--- src/ffop_consts.vh ---
`ifndef FFOP_CONSTS_VH
`define FFOP_CONSTS_VH

// bus width codes, captured from the width straps at master reset
`define FFOP_BUS_X36 2'h0
`define FFOP_BUS_X18 2'h1
`define FFOP_BUS_X9 2'h2

// offset register slots, in programming and readback order
`define FFOP_SLOT_EMPTY_LO 3'h0
`define FFOP_SLOT_EMPTY_HI 3'h1
`define FFOP_SLOT_FULL_LO 3'h2
`define FFOP_SLOT_FULL_HI 3'h3
`define FFOP_SLOT_X9_LAST 3'h5

// widest offset register and the serial bit counter
`define FFOP_OFFSET_MAX_W 15
`define FFOP_BITCNT_W 5

// x9 bus: bits of one offset carried by the low byte
`define FFOP_BYTE_W 8

// edges from completed offset load to valid flag
`define FFOP_FLAG_DELAY 2

// offset values used until first programming
`define FFOP_DEF_EMPTY_OFFSET 15'h007F
`define FFOP_DEF_FULL_OFFSET 15'h007F

`endif

--- src/ffop_offset_prog.v ---
`include "ffop_consts.vh"

module ffop_offset_prog #(
  parameter OFFSET_W = 15
) (
  // clock and resets
  input wire clk_sys_i,
  input wire sys_rst_i,
  input wire partial_rst_i,
  // straps, captured while master reset is held
  input wire serial_mode_strap_i,
  input wire [1:0] in_width_strap_i,
  input wire [1:0] out_width_strap_i,
  // host strobes, all active low
  input wire offset_load_select_n_i,
  input wire serial_shift_enable_n_i,
  input wire push_enable_n_i,
  input wire pop_enable_n_i,
  // data in
  input wire serial_offset_in_i,
  input wire [35:0] input_word_i,
  input wire [35:0] fifo_read_data_i,
  // memory side strobes
  output wire fifo_write_o,
  output wire fifo_read_o,
  // data out and thresholds
  output wire [35:0] output_word_o,
  output wire [OFFSET_W-1:0] almost_empty_threshold_o,
  output wire [OFFSET_W-1:0] almost_full_threshold_o,
  // flag validity
  output wire almost_empty_flag_valid_o,
  output wire almost_full_flag_valid_o
);

  localparam [`FFOP_BITCNT_W-1:0] LAST_BIT = 2 * OFFSET_W - 1;
  localparam [`FFOP_BITCNT_W-1:0] WIDTH_BITS = OFFSET_W;

  reg serial_mode_reg;
  reg [1:0] in_width_reg;
  reg [1:0] out_width_reg;
  reg [OFFSET_W-1:0] empty_off_reg;
  reg [OFFSET_W-1:0] full_off_reg;
  reg [`FFOP_BITCNT_W-1:0] bit_idx_reg;
  reg [2:0] wr_slot_reg;
  reg [2:0] rd_slot_reg;
  reg [35:0] out_word_reg;
  reg ae_ok_reg;
  reg af_ok_reg;
  reg [`FFOP_FLAG_DELAY-1:0] ae_dly_reg;
  reg [`FFOP_FLAG_DELAY-1:0] af_dly_reg;

  wire load_low = ~offset_load_select_n_i;
  wire serial_shift = serial_mode_reg & load_low & ~serial_shift_enable_n_i;
  wire par_write = ~serial_mode_reg & load_low & ~push_enable_n_i;
  wire off_read = load_low & ~pop_enable_n_i;
  wire [`FFOP_BITCNT_W-1:0] full_idx = bit_idx_reg - WIDTH_BITS;

  // memory accesses only while load is high
  assign fifo_write_o = offset_load_select_n_i & ~push_enable_n_i;
  assign fifo_read_o = offset_load_select_n_i & ~pop_enable_n_i;

  // next slot in the sequence for a given bus width, wrapping to empty lo
  function [2:0] ffop_next_slot;
    input [2:0] slot;
    input [1:0] width;
    begin
      case (width)
        `FFOP_BUS_X36: ffop_next_slot = (slot == `FFOP_SLOT_EMPTY_LO) ? `FFOP_SLOT_FULL_LO : `FFOP_SLOT_EMPTY_LO;
        `FFOP_BUS_X18: ffop_next_slot = (slot == `FFOP_SLOT_FULL_HI) ? `FFOP_SLOT_EMPTY_LO : slot + 3'h1;
        default: ffop_next_slot = (slot == `FFOP_SLOT_X9_LAST) ? `FFOP_SLOT_EMPTY_LO : slot + 3'h1;
      endcase
    end
  endfunction

  // true when the slot completes its register for that width
  function ffop_slot_last;
    input [2:0] slot;
    input [1:0] width;
    input full_reg;
    begin
      if (width == `FFOP_BUS_X36)
        ffop_slot_last = (slot == (full_reg ? `FFOP_SLOT_FULL_LO : `FFOP_SLOT_EMPTY_LO));
      else
        ffop_slot_last = (slot == (full_reg ? `FFOP_SLOT_FULL_HI : `FFOP_SLOT_EMPTY_HI));
    end
  endfunction

  // merge one bus word into an offset; x9 splits bytes, wider buses carry it whole
  function [OFFSET_W-1:0] ffop_merge;
    input [OFFSET_W-1:0] old;
    input [35:0] word;
    input [1:0] width;
    input hi;
    reg [`FFOP_OFFSET_MAX_W-1:0] wide;
    begin
      wide = {{(`FFOP_OFFSET_MAX_W-OFFSET_W){1'b0}}, old};
      if (width != `FFOP_BUS_X9) begin
        if (!hi)
          wide = word[`FFOP_OFFSET_MAX_W-1:0];
      end else if (hi) begin
        wide[`FFOP_OFFSET_MAX_W-1:`FFOP_BYTE_W] = word[`FFOP_OFFSET_MAX_W-`FFOP_BYTE_W-1:0];
      end else begin
        wide[`FFOP_BYTE_W-1:0] = word[`FFOP_BYTE_W-1:0];
      end
      ffop_merge = wide[OFFSET_W-1:0];
    end
  endfunction

  // output word for a readback slot; slots past full hi read zero
  function [35:0] ffop_read_word;
    input [2:0] slot;
    input [1:0] width;
    input [OFFSET_W-1:0] e;
    input [OFFSET_W-1:0] f;
    reg [`FFOP_OFFSET_MAX_W-1:0] v;
    reg hi;
    begin
      v = (slot[1] && slot <= `FFOP_SLOT_FULL_HI) ? {{(`FFOP_OFFSET_MAX_W-OFFSET_W){1'b0}}, f}
                                                 : {{(`FFOP_OFFSET_MAX_W-OFFSET_W){1'b0}}, e};
      hi = slot[0];
      ffop_read_word = 36'h0;
      if (slot > `FFOP_SLOT_FULL_HI)
        ffop_read_word = 36'h0;
      else if (width != `FFOP_BUS_X9)
        ffop_read_word[`FFOP_OFFSET_MAX_W-1:0] = hi ? {`FFOP_OFFSET_MAX_W{1'b0}} : v;
      else if (hi)
        ffop_read_word[`FFOP_OFFSET_MAX_W-`FFOP_BYTE_W-1:0] = v[`FFOP_OFFSET_MAX_W-1:`FFOP_BYTE_W];
      else
        ffop_read_word[`FFOP_BYTE_W-1:0] = v[`FFOP_BYTE_W-1:0];
    end
  endfunction

  // straps are sampled only while master reset is held, so mode cannot change later
  always @(posedge clk_sys_i) begin
    if (sys_rst_i) begin
      serial_mode_reg <= serial_mode_strap_i;
      in_width_reg <= in_width_strap_i;
      out_width_reg <= out_width_strap_i;
    end
  end

  // offset registers, write pointer and serial bit counter
  always @(posedge clk_sys_i) begin
    if (sys_rst_i) begin
      empty_off_reg <= `FFOP_DEF_EMPTY_OFFSET;
      full_off_reg <= `FFOP_DEF_FULL_OFFSET;
      bit_idx_reg <= {`FFOP_BITCNT_W{1'b0}};
      wr_slot_reg <= `FFOP_SLOT_EMPTY_LO;
      ae_ok_reg <= 1'b1;
      af_ok_reg <= 1'b1;
    end else if (serial_shift) begin
      // one bit per edge; any pause just holds the counter
      if (bit_idx_reg < WIDTH_BITS)
        empty_off_reg[bit_idx_reg[3:0]] <= serial_offset_in_i;
      else
        full_off_reg[full_idx[3:0]] <= serial_offset_in_i;
      if (bit_idx_reg == LAST_BIT) begin
        bit_idx_reg <= {`FFOP_BITCNT_W{1'b0}};
        ae_ok_reg <= 1'b1;
        af_ok_reg <= 1'b1;
      end else begin
        bit_idx_reg <= bit_idx_reg + 5'h01;
        if (bit_idx_reg == {`FFOP_BITCNT_W{1'b0}}) begin
          // a fresh pass makes both flags untrustworthy until it ends
          ae_ok_reg <= 1'b0;
          af_ok_reg <= 1'b0;
        end
      end
    end else if (par_write) begin
      // partial reset is not decoded here, so the pointer survives it
      wr_slot_reg <= ffop_next_slot(wr_slot_reg, in_width_reg);
      if (wr_slot_reg <= `FFOP_SLOT_EMPTY_HI) begin
        empty_off_reg <= ffop_merge(empty_off_reg, input_word_i, in_width_reg, wr_slot_reg[0]);
        ae_ok_reg <= ffop_slot_last(wr_slot_reg, in_width_reg, 1'b0);
      end else if (wr_slot_reg <= `FFOP_SLOT_FULL_HI) begin
        full_off_reg <= ffop_merge(full_off_reg, input_word_i, in_width_reg, wr_slot_reg[0]);
        af_ok_reg <= ffop_slot_last(wr_slot_reg, in_width_reg, 1'b1);
      end
    end
  end

  // readback pointer and output word; independent of the write pointer
  always @(posedge clk_sys_i) begin
    if (sys_rst_i) begin
      rd_slot_reg <= `FFOP_SLOT_EMPTY_LO;
      out_word_reg <= 36'h0;
    end else if (off_read) begin
      out_word_reg <= ffop_read_word(rd_slot_reg, out_width_reg, empty_off_reg, full_off_reg);
      rd_slot_reg <= ffop_next_slot(rd_slot_reg, out_width_reg);
    end else if (fifo_read_o) begin
      out_word_reg <= fifo_read_data_i;
    end
  end

  // flag validity trails completion by two edges on serial, x18 and x9 loads, matching the flag synchronisers
  always @(posedge clk_sys_i) begin
    if (sys_rst_i) begin
      ae_dly_reg <= {`FFOP_FLAG_DELAY{1'b1}};
      af_dly_reg <= {`FFOP_FLAG_DELAY{1'b1}};
    end else begin
      ae_dly_reg <= {ae_dly_reg[0], ae_ok_reg};
      af_dly_reg <= {af_dly_reg[0], af_ok_reg};
    end
  end

  assign output_word_o = out_word_reg;
  assign almost_empty_threshold_o = empty_off_reg;
  assign almost_full_threshold_o = full_off_reg;
  // every stage must agree, so a one-cycle dip of ok restarts the full two-edge wait
  assign almost_empty_flag_valid_o = (&ae_dly_reg) & ae_ok_reg;
  assign almost_full_flag_valid_o = (&af_dly_reg) & af_ok_reg;

endmodule

--- config.mk ---
export PLATFORM = sky130hd
export DESIGN_NAME = ffop_offset_prog
export DESIGN_NICKNAME = d
export VERILOG_FILES = /design/src/ffop_offset_prog.v
export VERILOG_INCLUDE_DIRS = /design/src /design/src/src
export SDC_FILE = /design/constraint.sdc
export NUM_CORES = 1
export LEC_CHECK = 0
export BUFFER_PORTS_ARGS = -buffer_cell sky130_fd_sc_hd__buf_2
export CELL_PAD_IN_SITES_DETAIL_PLACEMENT = 0
export CELL_PAD_IN_SITES_GLOBAL_PLACEMENT = 2
export CORE_UTILIZATION = 33
export CTS_BUF_LIST = sky130_fd_sc_hd__clkbuf_2
export CTS_CLUSTER_DIAMETER = 120
export CTS_CLUSTER_SIZE = 8
export DETAILED_ROUTE_END_ITERATION = 10
export GPL_TIMING_DRIVEN = 0
export HOLD_SLACK_MARGIN = 0.03
export PLACE_DENSITY_LB_ADDON = 0.1
export SLEW_MARGIN = 20
export SYNTH_ARGS = -nofsm -noshare
export SYNTH_HDL_FRONTEND = slang
export SYNTH_SLANG_ARGS = --single-unit
--- constraint.sdc ---
create_clock -name clk_sys_i -period 5.4 [get_ports clk_sys_i]
set_input_delay 0.81 -clock clk_sys_i [delete_from_list [all_inputs] [get_ports clk_sys_i]]
set_output_delay 0.81 -clock clk_sys_i [all_outputs]
set_load 0.1 [all_outputs]
==> impl_metrics.toml, run 1 <==
[synthesis]
syn_area_per_cell_um2 = 8.435
synth-simple-area-share_pct = 19.55
synth.cell_area_um2 = 5019
synthXorXnorAreaFrac_pct = 0.5485
synth_warnings = 0
yosys_register_bits = 88
yosysTopAreaCell = "dfxtp_1"
muxShareOfSynthArea_pct = 6.657
synthCells = 595
synth-edff-count = 5
synth_area_leaders = "dfxtp_1, a21oi_1, nand2_1, ha_1, mux2i_1"
ys.flop_type = "dfxtp_1"
synth_compound_area_share_pct = 26.85
synth_top_family_by_area = "compound AO/OA/AOI/OAI gates"
synth_top_area_share_pct = 33.11
syn_nets = 698
synth-seq-area-share_pct = 36.10
yosys.area_share.adder_pct = 4.488
async_reset_ff_share_pct = 0
synth_cell_type_count = 69

[detailed_routing]
vias_per_cell = 5.495
drtPass1Iterations = 8
vias = 5088
drt_iter0_markers = 456
wire_per_inst_um = 19.50
drc_errors = 10
postRouteAntennaNets = 0
route.final.wire_length_um = 18060

[finish]
multiInputGateArea_um2 = 2915
final_common_cell = "buf_2"
nFillCells = 1565
largest_reg_flops = 36
final_nets = 840
register_area_um2 = 1812
drive_gt1_share_pct = 25.91
most-common-layout-cells = "buf_2, dfxtp_1, nand2_1, a21oi_1, nor2_1"
syn_to_final_growth_pct = 19.92
post-route-cell-area_um2 = 6018

[grt]
grt_max_degree = 16
grt_usage_pct = 23.33
antenna_found_initial = 1
grt_pass1_vias = 4795
grt_overflow = 0
grt_pass1_wl_um = 27730

[pwr]
power-per-cell-area_nw_per_um2 = 251.8
ir_drop_v = 0.0001014
p_leak_nw = 2.478

[clock_network]
cts.clk_slew.worst_paths_ns = 0.24
clockBufferDepth = 2
post_cts_buffers = 0
cts-resized-gates = 0
tritoncts = "built"
htree_levels = 3
cts_sinks = 88
cts_root_buf = "clkbuf_2"
clk_latency_ns = 0.60
postCtsHoldBufs = 0
cts_buffers = 9

[placement]
numPortBuffers = 131
placed_area_um2 = 5904
dpl.hpwl_um = 13770
place_congestion = 0.8982

[sta]
worst_slew_pin_slew_ns = 0.8988
setup_tns_ns = 0
maxSlewHeadroom_pct = 39.62
post-route-period-util_pct = 54.73
drv_slew = 0
fin_worst_skew_ns = 0.03211
setup_violations = 0
hold_violations = 0
min_period_ns = 2.955
fmax_mhz = 338.4
rsz0062_at_grt = "false"

[worst_setup_path]
cp-start-kind = "primary input"
slowest_delay_ns = 0.51
cp_top_family = "buffers and inverters"
required_ns = 4.59
crit_path_end_kind = "primary output"
criticalPathCategory = "in2out"
crit_arrival_ns = 2.15
cp_cell_sequence = "buf_2 > nand2b_1 > clkinv_1 > clkbuf_1 > buf_2"
cp_slowest_cell = "buf_2"
critPathBufInv = 4
worst-path-max-fanout = 10
path_common_cell = "buf_2"

[die]
die_area_um2 = 15710
pin_count = 155
num_rows = 44
start_util_pct = 34.14
dieHeight_um = 125.3
die_w_um = 125.3
core_area_um2 = 14700

[run_status]
outcome = "complete, but fails checks"
violations = "design-rule violations"

[worst_hold_path]
hp-class = "in2reg"

[run]
maxCapViolations = 0
-- layout make-up --
cell class	instances	share of cell area [%]
antenna	1	0.04158
buffer	47	3.721
clock buffer	9	0.7484
clock inverter	6	1.102
inverter	18	1.123
multi-input combinational	442	48.44
sequential	88	30.10
tap	184	3.825
timing repair buffer	131	10.89
-- cell families (layout without fill, tap and decap cells) --
family | after synthesis | after routing
mux | 32 | 32
other cells | 0 | 1
buf+inv | 65 | 211
xor+xnor | 1 | 1
compound gates | 196 | 196
flops | 88 | 88
fa+ha+maj | 18 | 18
simple gates | 195 | 195
-- per-stage QoR --
| stage | utilization [%] | worst slack [ns] | power [mW] | std cells | hold slack, ns |
|---|---|---|---|---|---|
| after floorplan | - | 2.314 | 1.058 | 595 | 0.4065 |
| after global placement | 40.17 | 2.438 | 1.168 | 910 | 0.4153 |
| after detailed placement | 40.17 | 2.427 | 1.171 | 910 | 0.4203 |
| after CTS | 40.93 | 2.424 | 1.533 | 925 | 0.3250 |
| after global routing | 40.94 | 2.320 | 1.591 | 926 | 0.3168 |
| final | 40.94 | 2.445 | 1.516 | 926 | 0.3829 |
-- cells in the mapped netlist (all sizes together) (7+ instances only) --
cell type  number
a211oi         19
a21oi          66
a22oi          11
a311oi          8
a31oi          14
and3            8
buf            18
clkbuf         29
dfxtp          83
ha             18
inv            17
mux2           11
mux2i          21
nand2          71
nand2b          8
nor2           45
nor2b          14
nor3            7
o21ai          19
or2            12
-- worst register-to-register path: stages (launching register included) --
cell and delay, ns:
dfxtp_1 0.44, ha_1 0.24, ha_1 0.24, o21ai_2 0.38, buf_2 0.41, mux2_2 0.44, a222oi_1 0.29, nor2_1 0.07
-- report_power, final --
group / leakage (nW) / switching (mW) / internal [mW]
sequential: 0.726 / 0.0253 / 0.689
clock: 0.0706 / 0.248 / 0.108
combinational: 1.68 / 0.334 / 0.112
-- layer usage --
metal	vias up	GRT usage, %	share of wire, %
met4	0	9.039	2.0
met1	2434	32.25	47
met5	-	0	0
met2	177	36.31	45
met3	18	3.723	6.1
li1	2459	-	-
-- path summary, 6_finish.rpt --
check	startpoint	end	slack (ns)	cells past startpoint
setup / recovery	pop_enable_n_i	fifo_read_o	2.44	5
hold / removal	out_width_strap_i[1]	out_width_reg[1]$_DFFE_PP_	0.38	1
setup reg to reg	rd_slot_reg[0]$_SDFFE_PP0P_	output_word_o[7]$_SDFFE_PP0P_	2.83	7
hold reg to reg	ae_dly_reg[0]$_SDFF_PP1_	ae_dly_reg[1]$_SDFF_PP1_	0.45	1
Power figures use the tool's default switching activity.
==> run 2: changes to the inputs <==
Settings changed: ABC_AREA from default to 1, CORE_UTILIZATION 33 to 28.
Clock period 5.4 ns to 3.1 ns, I/O delays scaled along.
==> run 2 against run 1 <==
Compared with the run above: the run now ends clean; synthesized cell count increased by 28%; first-iteration DRC count decreased by 41%; via count increased by 6.8%.
==> impl_metrics.toml, run 2 <==
[run_status]
outcome = "complete, no violations"

[synthesis]
muxShareOfSynthArea_pct = 0
synthCells = 759
synth-seq-area-share_pct = 36.04
yosys.area_share.adder_pct = 4.480
synth-simple-area-share_pct = 37.38
synth_most_common_cell = "nand2_1"
synth_area_leaders = "dfxtp_1, nand2_1, nand3_1, ha_1, nor2_1"
yosys_register_bits = 88
synthXorXnorAreaFrac_pct = 0.1742
async_reset_ff_share_pct = 0
synth_compound_area_share_pct = 13.44
synth_warnings = 0
synth-edff-count = 5
synth.cell_area_um2 = 5027
synth_top_family_by_area = "simple AND/OR/NAND/NOR gates"
netlist_top_cells_count = "nand2_1, dfxtp_1, nand3_1"
syn_nets = 862
yosysTopAreaCell = "dfxtp_1"
syn_area_per_cell_um2 = 6.624
ys.flop_type = "dfxtp_1"
synth_top_area_share_pct = 33.05
synth_cell_type_count = 36

[finish]
most-common-layout-cells = "nand2_1, buf_2, dfxtp_1, nand3_1, nor2_1"
final_nets = 1034
syn_to_final_growth_pct = 27.43
largest_reg_flops = 36
final_util_pct = 36.78
final_common_cell = "nand2_1"
drive_gt1_share_pct = 23.82
post-route-cell-area_um2 = 6406

[pwr]
intPower_mw = 1.699
ir_drop_v = 0.0002505
switchingPower_mw = 1.223
pwr-share-clk_pct = 24.7
total_power_mw = 2.922
power_frac_seq_pct = 43.5
power-per-cell-area_nw_per_um2 = 456.1
switching_share_pct = 41.84
p_comb_share_pct = 31.9
p_leak_nw = 3.056

[die]
die_area_um2 = 18490
core_area_um2 = 17420
start_util_pct = 28.86
num_rows = 48
dieHeight_um = 136.0
pin_count = 155
die_w_um = 136.0

[grt]
antenna_found_initial = 1
grt_pass1_vias = 5215
grtUsageMet2_pct = 32.79
grt_usage_pct = 19.90
grt_max_degree = 16
busiest_layer = "met2"
grt_overflow = 0
grt_pass1_wl_um = 27500
met1_usage_pct = 26.32
grt_use_met3_pct = 4.362

[sta]
maxSlewHeadroom_pct = 57.51
hold_violations = 0
setup_tns_ns = 0
rsz0062_at_grt = "false"
post-route-period-util_pct = 72.16
setup_violations = 0
drv_slew = 0
fmax_mhz = 447.0
fin_worst_skew_ns = 0.03553
worst_slew_pin_slew_ns = 0.6374
min_period_ns = 2.237

[clock_network]
clockBufferDepth = 2
htree_levels = 3
post_cts_buffers = 0
tritoncts = "built"
clk_latency_ns = 0.62
cts_root_buf = "clkbuf_2"
cts_buffers = 9
cts_sinks = 88
cts.clk_slew.worst_paths_ns = 0.23

[placement]
dpl.hpwl_um = 14310
numPortBuffers = 131
placed_area_um2 = 5964
place_congestion = 0.8631

[worst_hold_path]
hp-class = "in2reg"

[detailed_routing]
vias = 5435
vias_per_cell = 4.677
route.final.wire_length_um = 18100
wire_per_inst_um = 15.58
drtPass1Iterations = 5
drt_iter0_markers = 269
postRouteAntennaNets = 0
drc_errors = 0

[worst_setup_path]
crit_arrival_ns = 1.77
criticalPathCategory = "in2out"
required_ns = 2.63
cp_top_family = "buffers and inverters"
cp_slowest_cell = "buf_2"
slowest_delay_ns = 0.51
cp_cell_sequence = "buf_2 > inv_2 > nor2_4 > clkbuf_1 > buf_2"
path_common_cell = "buf_2"
cp-start-kind = "primary input"
crit_path_end_kind = "primary output"
worst-path-max-fanout = 10
critPathBufInv = 4

[run]
maxCapViolations = 0
==> run 2: cell types whose count changed after synthesis, sizes merged, moves of 17 or more <==
cell	before	now
nand2	71	283
nand3	6	71
inv	17	69
nor2	45	74
mux2i	21	0
o21ai	19	36
==> run 2: per-stage QoR <==
stage	worst slack (ns)	hold WS, ns	std cells
2_1_floorplan	0.7910	0.4003	759
3_5_place_dp	0.7881	0.4212	1115
3_3_place_gp	0.8060	0.4109	1115
6_report	0.8631	0.08965	1162
5_1_grt	0.7689	0.03194	1162
4_1_cts	0.8692	0.03581	1159
==> run 2: kinds of logic after synthesis <==
group,after synthesis
AND/OR/NAND/NOR,437
flip-flops,88
adder cells (fa/ha/maj),18
AO/OA/AOI/OAI,114
buffers and inverters,101
XOR/XNOR,1
==> run 2: timing repair <==
| item | 4_1_cts | 5_1_grt |
|---|---|---|
| resized for setup | 0 | 0 |
| hold endpoints to repair | 28 | 2 |
| hold buffers | 28 | 2 |
==> run 2: tightest hold or removal path, cell delays in order <==
cell and delay [ns]:
buf_2 0.09, nand2_1 0.05, a21oi_1 0.06
==> run 2: area by class of cell <==
class | count | area [um2]
Multi-Input combinational cell | 570 | 2789
Tap cell | 225 | 281.5
Inverter | 70 | 265.3
Timing Repair Buffer | 161 | 955.9
Clock inverter | 7 | 93.84
Fill cell | 1959 | 11010
Antenna cell | 1 | 2.502
Sequential cell | 88 | 1812
Clock buffer | 9 | 45.04
Buffer | 31 | 161.4
==> run 2: worst paths after layout <==
check | start | end | slack, ns | cells past startpoint
hold / removal | fifo_read_data_i[20] | output_word_o[20]$_SDFFE_PP0P_ | 0.09 | 3
setup reg to reg | rd_slot_reg[0]$_SDFFE_PP0P_ | output_word_o[5]$_SDFFE_PP0P_ | 1.00 | 12
hold reg to reg | ae_dly_reg[0]$_SDFF_PP1_ | ae_dly_reg[1]$_SDFF_PP1_ | 0.46 | 2
setup / recovery | offset_load_select_n_i | fifo_read_o | 0.86 | 5
==> run 2: per-layer routing <==
layer / part of all wire [%] / routed length, um
met5: 0 / 0
met4: 1.1 / 204
met3: 4.5 / 818
met2: 46 / 8305
met1: 48 / 8771
==> run 2: power by group through the flow <==
| stage | logic [mW] | clock network [mW] | registers (mW) |
|---|---|---|---|
| after floorplan | 0.347 | 0 | 1.63 |
| after global routing | 1.00 | 0.795 | 1.28 |
| final | 0.932 | 0.721 | 1.27 |
| after CTS | 0.935 | 0.758 | 1.27 |
| after global placement | 0.902 | 0 | 1.29 |
| after detailed placement | 0.905 | 0 | 1.29 |
==> run 3: changes to the inputs <==
Settings changed: ABC_AREA 1 to 0, CORE_UTILIZATION 28 to 27.
Clock period 3.1 ns to 1.8 ns, I/O delays scaled along.
==> run 3 against run 2 <==
Compared with the run above: non-clock buffer count up 68; routed wire length up 15%; sequential power up 69%; sequential share of layout area down 4.4 points; register-to-register slack worse by 1.2 ns; critical path type is now reg2reg; the flow now finishes with violations (design-rule violations, negative setup slack); via count up 2.0%.
==> impl_metrics.toml, run 3 (synthesis results as in run 1) <==
[run_status]
outcome = "complete, but fails checks"
violations = "design-rule violations, negative setup slack"

[detailed_routing]
wire_per_inst_um = 19.79
vias = 5544
route.final.wire_length_um = 20860
drc_errors = 12
drtPass1Iterations = 8
postRouteAntennaNets = 0
vias_per_cell = 5.260
drt_iter0_markers = 325

[sta]
worst_slew_pin_slew_ns = 0.9968
setup_violations = 30
setup_tns_ns = -1.692
hold_violations = 0
fin_worst_skew_ns = 0.04090
maxSlewHeadroom_pct = 33.55
min_period_ns = 1.955
hold_slack_ns = 0.08298
drv_slew = 0
rsz0062_at_grt = "true"
worst_slack_ns = -0.1552
fmax_mhz = 511.4
post-route-period-util_pct = 108.6

[placement]
placed_area_um2 = 6022
dp.cells = 955
place_congestion = 0.8567
dpl.hpwl_um = 14730
numPortBuffers = 131

[finish]
post-route-cell-area_um2 = 7726
nFillCells = 1829
final_nets = 922
most-common-layout-cells = "buf_2, dfxtp_1, nand2_1, a21oi_1, buf_4"
final_common_cell = "buf_2"
largest_reg_flops = 36
instances_no_fill = 1054
syn_to_final_growth_pct = 53.95
drive_gt1_share_pct = 40.29

[worst_setup_path]
rr_endpoint = "almost_empty_threshold_o[14]$_SDFFE_PP0P_"
cp-start-kind = "register"
reg2reg_setup_slack_ns = -0.16
r2r-start = "wr_slot_reg[0]$_SDFFE_PP0P_"
cp_slowest_cell = "dfxtp_4"
worst-path-max-fanout = 8
path_common_cell = "buf_6"
crit_arrival_ns = 2.52
slowest_delay_ns = 0.42
rr_worst_depth = 7
crit_path_end_kind = "register"
criticalPathCategory = "reg2reg"
required_ns = 2.37
cp_cell_sequence = "buf_6 > o21ba_4 > or2_4 > o32ai_4 > buf_6 > a21oi_1 > nor4_1"

[pwr]
pwr-share-clk_pct = 22.5
intPower_mw = 2.977
power_frac_seq_pct = 43.2
p_comb_share_pct = 34.3
power-per-cell-area_nw_per_um2 = 644.6
ir_drop_v = 0.0003790
total_power_mw = 4.980
switchingPower_mw = 2.003
switching_share_pct = 40.22
p_leak_nw = 3.039

[worst_hold_path]
holdPathEnd = "almost_full_threshold_o[4]$_SDFFE_PP1P_"
hp-start = "input_word_i[4]"
hold_depth = 4
hp-class = "in2reg"

[run]
maxCapViolations = 0

[grt]
antenna_found_initial = 1
grt_overflow = 0
grt_pass1_wl_um = 31420
grt_max_degree = 15
met1_usage_pct = 28.88
busiest_layer = "met2"
grt_pass1_vias = 5411
grt_usage_pct = 21.55
grt_use_met3_pct = 4.364
grtUsageMet2_pct = 34.14

[die]
num_rows = 49
core_area_um2 = 18090
dieHeight_um = 138.3
start_util_pct = 27.75
pin_count = 155
die_area_um2 = 19140
die_w_um = 138.3

[clock_network]
clk_latency_ns = 0.64
cts_sinks = 88
cts.clk_slew.worst_paths_ns = 0.29
htree_levels = 3
cts_buffers = 9
tritoncts = "built"
cts_root_buf = "clkbuf_2"
clockBufferDepth = 2
## run 3: area by class of cell
type | count | area [um2] | area share, %
Antenna cell | 1 | 2.502 | 0.03239
Tap cell | 229 | 286.5 | 3.709
Clock buffer | 10 | 50.05 | 0.6478
Inverter | 18 | 73.82 | 0.9555
Timing Repair Buffer | 219 | 1715 | 22.20
Sequential cell | 88 | 1844 | 23.87
Clock inverter | 6 | 60.06 | 0.7773
Multi-Input combinational cell | 442 | 3436 | 44.47
Buffer | 41 | 257.7 | 3.336
## run 3: how the worst max path moves through the flow
stage | from | endpoint | slack (ns) | cells after the start
6_report | wr_slot_reg[0]$_SDFFE_PP0P_ | almost_empty_threshold_o[14]$_SDFFE_PP0P_ | -0.16 | 7
2_1_floorplan | rd_slot_reg[1]$_SDFFE_PP0P_ | output_word_o[7]$_SDFFE_PP0P_ | -0.08 | 7
3_3_place_gp | sys_rst_i | output_word_o[13]$_SDFFE_PP0P_ | -0.64 | 5
5_1_grt | wr_slot_reg[2]$_SDFFE_PP0P_ | almost_full_threshold_o[12]$_SDFFE_PP0P_ | -0.20 | 8
4_1_cts | rd_slot_reg[1]$_SDFFE_PP0P_ | output_word_o[3]$_SDFFE_PP0P_ | -0.11 | 7
3_5_place_dp | sys_rst_i | almost_empty_threshold_o[7]$_SDFFE_PP0P_ | -0.63 | 5
## run 3: layer usage
metal,wire (um),vias up
li1,-,2633
met1,9607,2677
met2,9511,200
met3,1202,34
met4,537,0
met5,0,-
## run 3: timing repair
item	in CTS	in global routing
hold endpoints to repair	51	0
endpoints found under the setup margin	83	84
buffers inserted	31	12
resized for setup	157	87
hold buffers	45	0
pin swaps	39	19
gates cloned	0	0
## run 3: worst max-delay path, delay by kind of cell (launching register included)
kind | cells | cell delay [ns]
flip-flops | 1 | 0.42
buffers and inverters | 2 | 0.33
AO/OA/AOI/OAI | 3 | 0.68
AND/OR/NAND/NOR | 2 | 0.46
## run 3: power groups by stage
stage | logic, mW | registers (mW) | clock network, mW
final | 1.71 | 2.15 | 1.12
after global routing | 1.80 | 2.17 | 1.24
after CTS | 1.62 | 2.15 | 1.16
after detailed placement | 1.36 | 2.19 | 0
after global placement | 1.36 | 2.18 | 0
after floorplan | 0.554 | 2.64 | 0
## run 3: metrics by stage
step                      utilization [%]  setup slack [ns]
after floorplan                         -          -0.07816
after global placement              33.30           -0.6418
after global routing                42.72           -0.1993
after CTS                           40.68           -0.1108
after detailed placement            33.30           -0.6329
final                               42.72           -0.1552
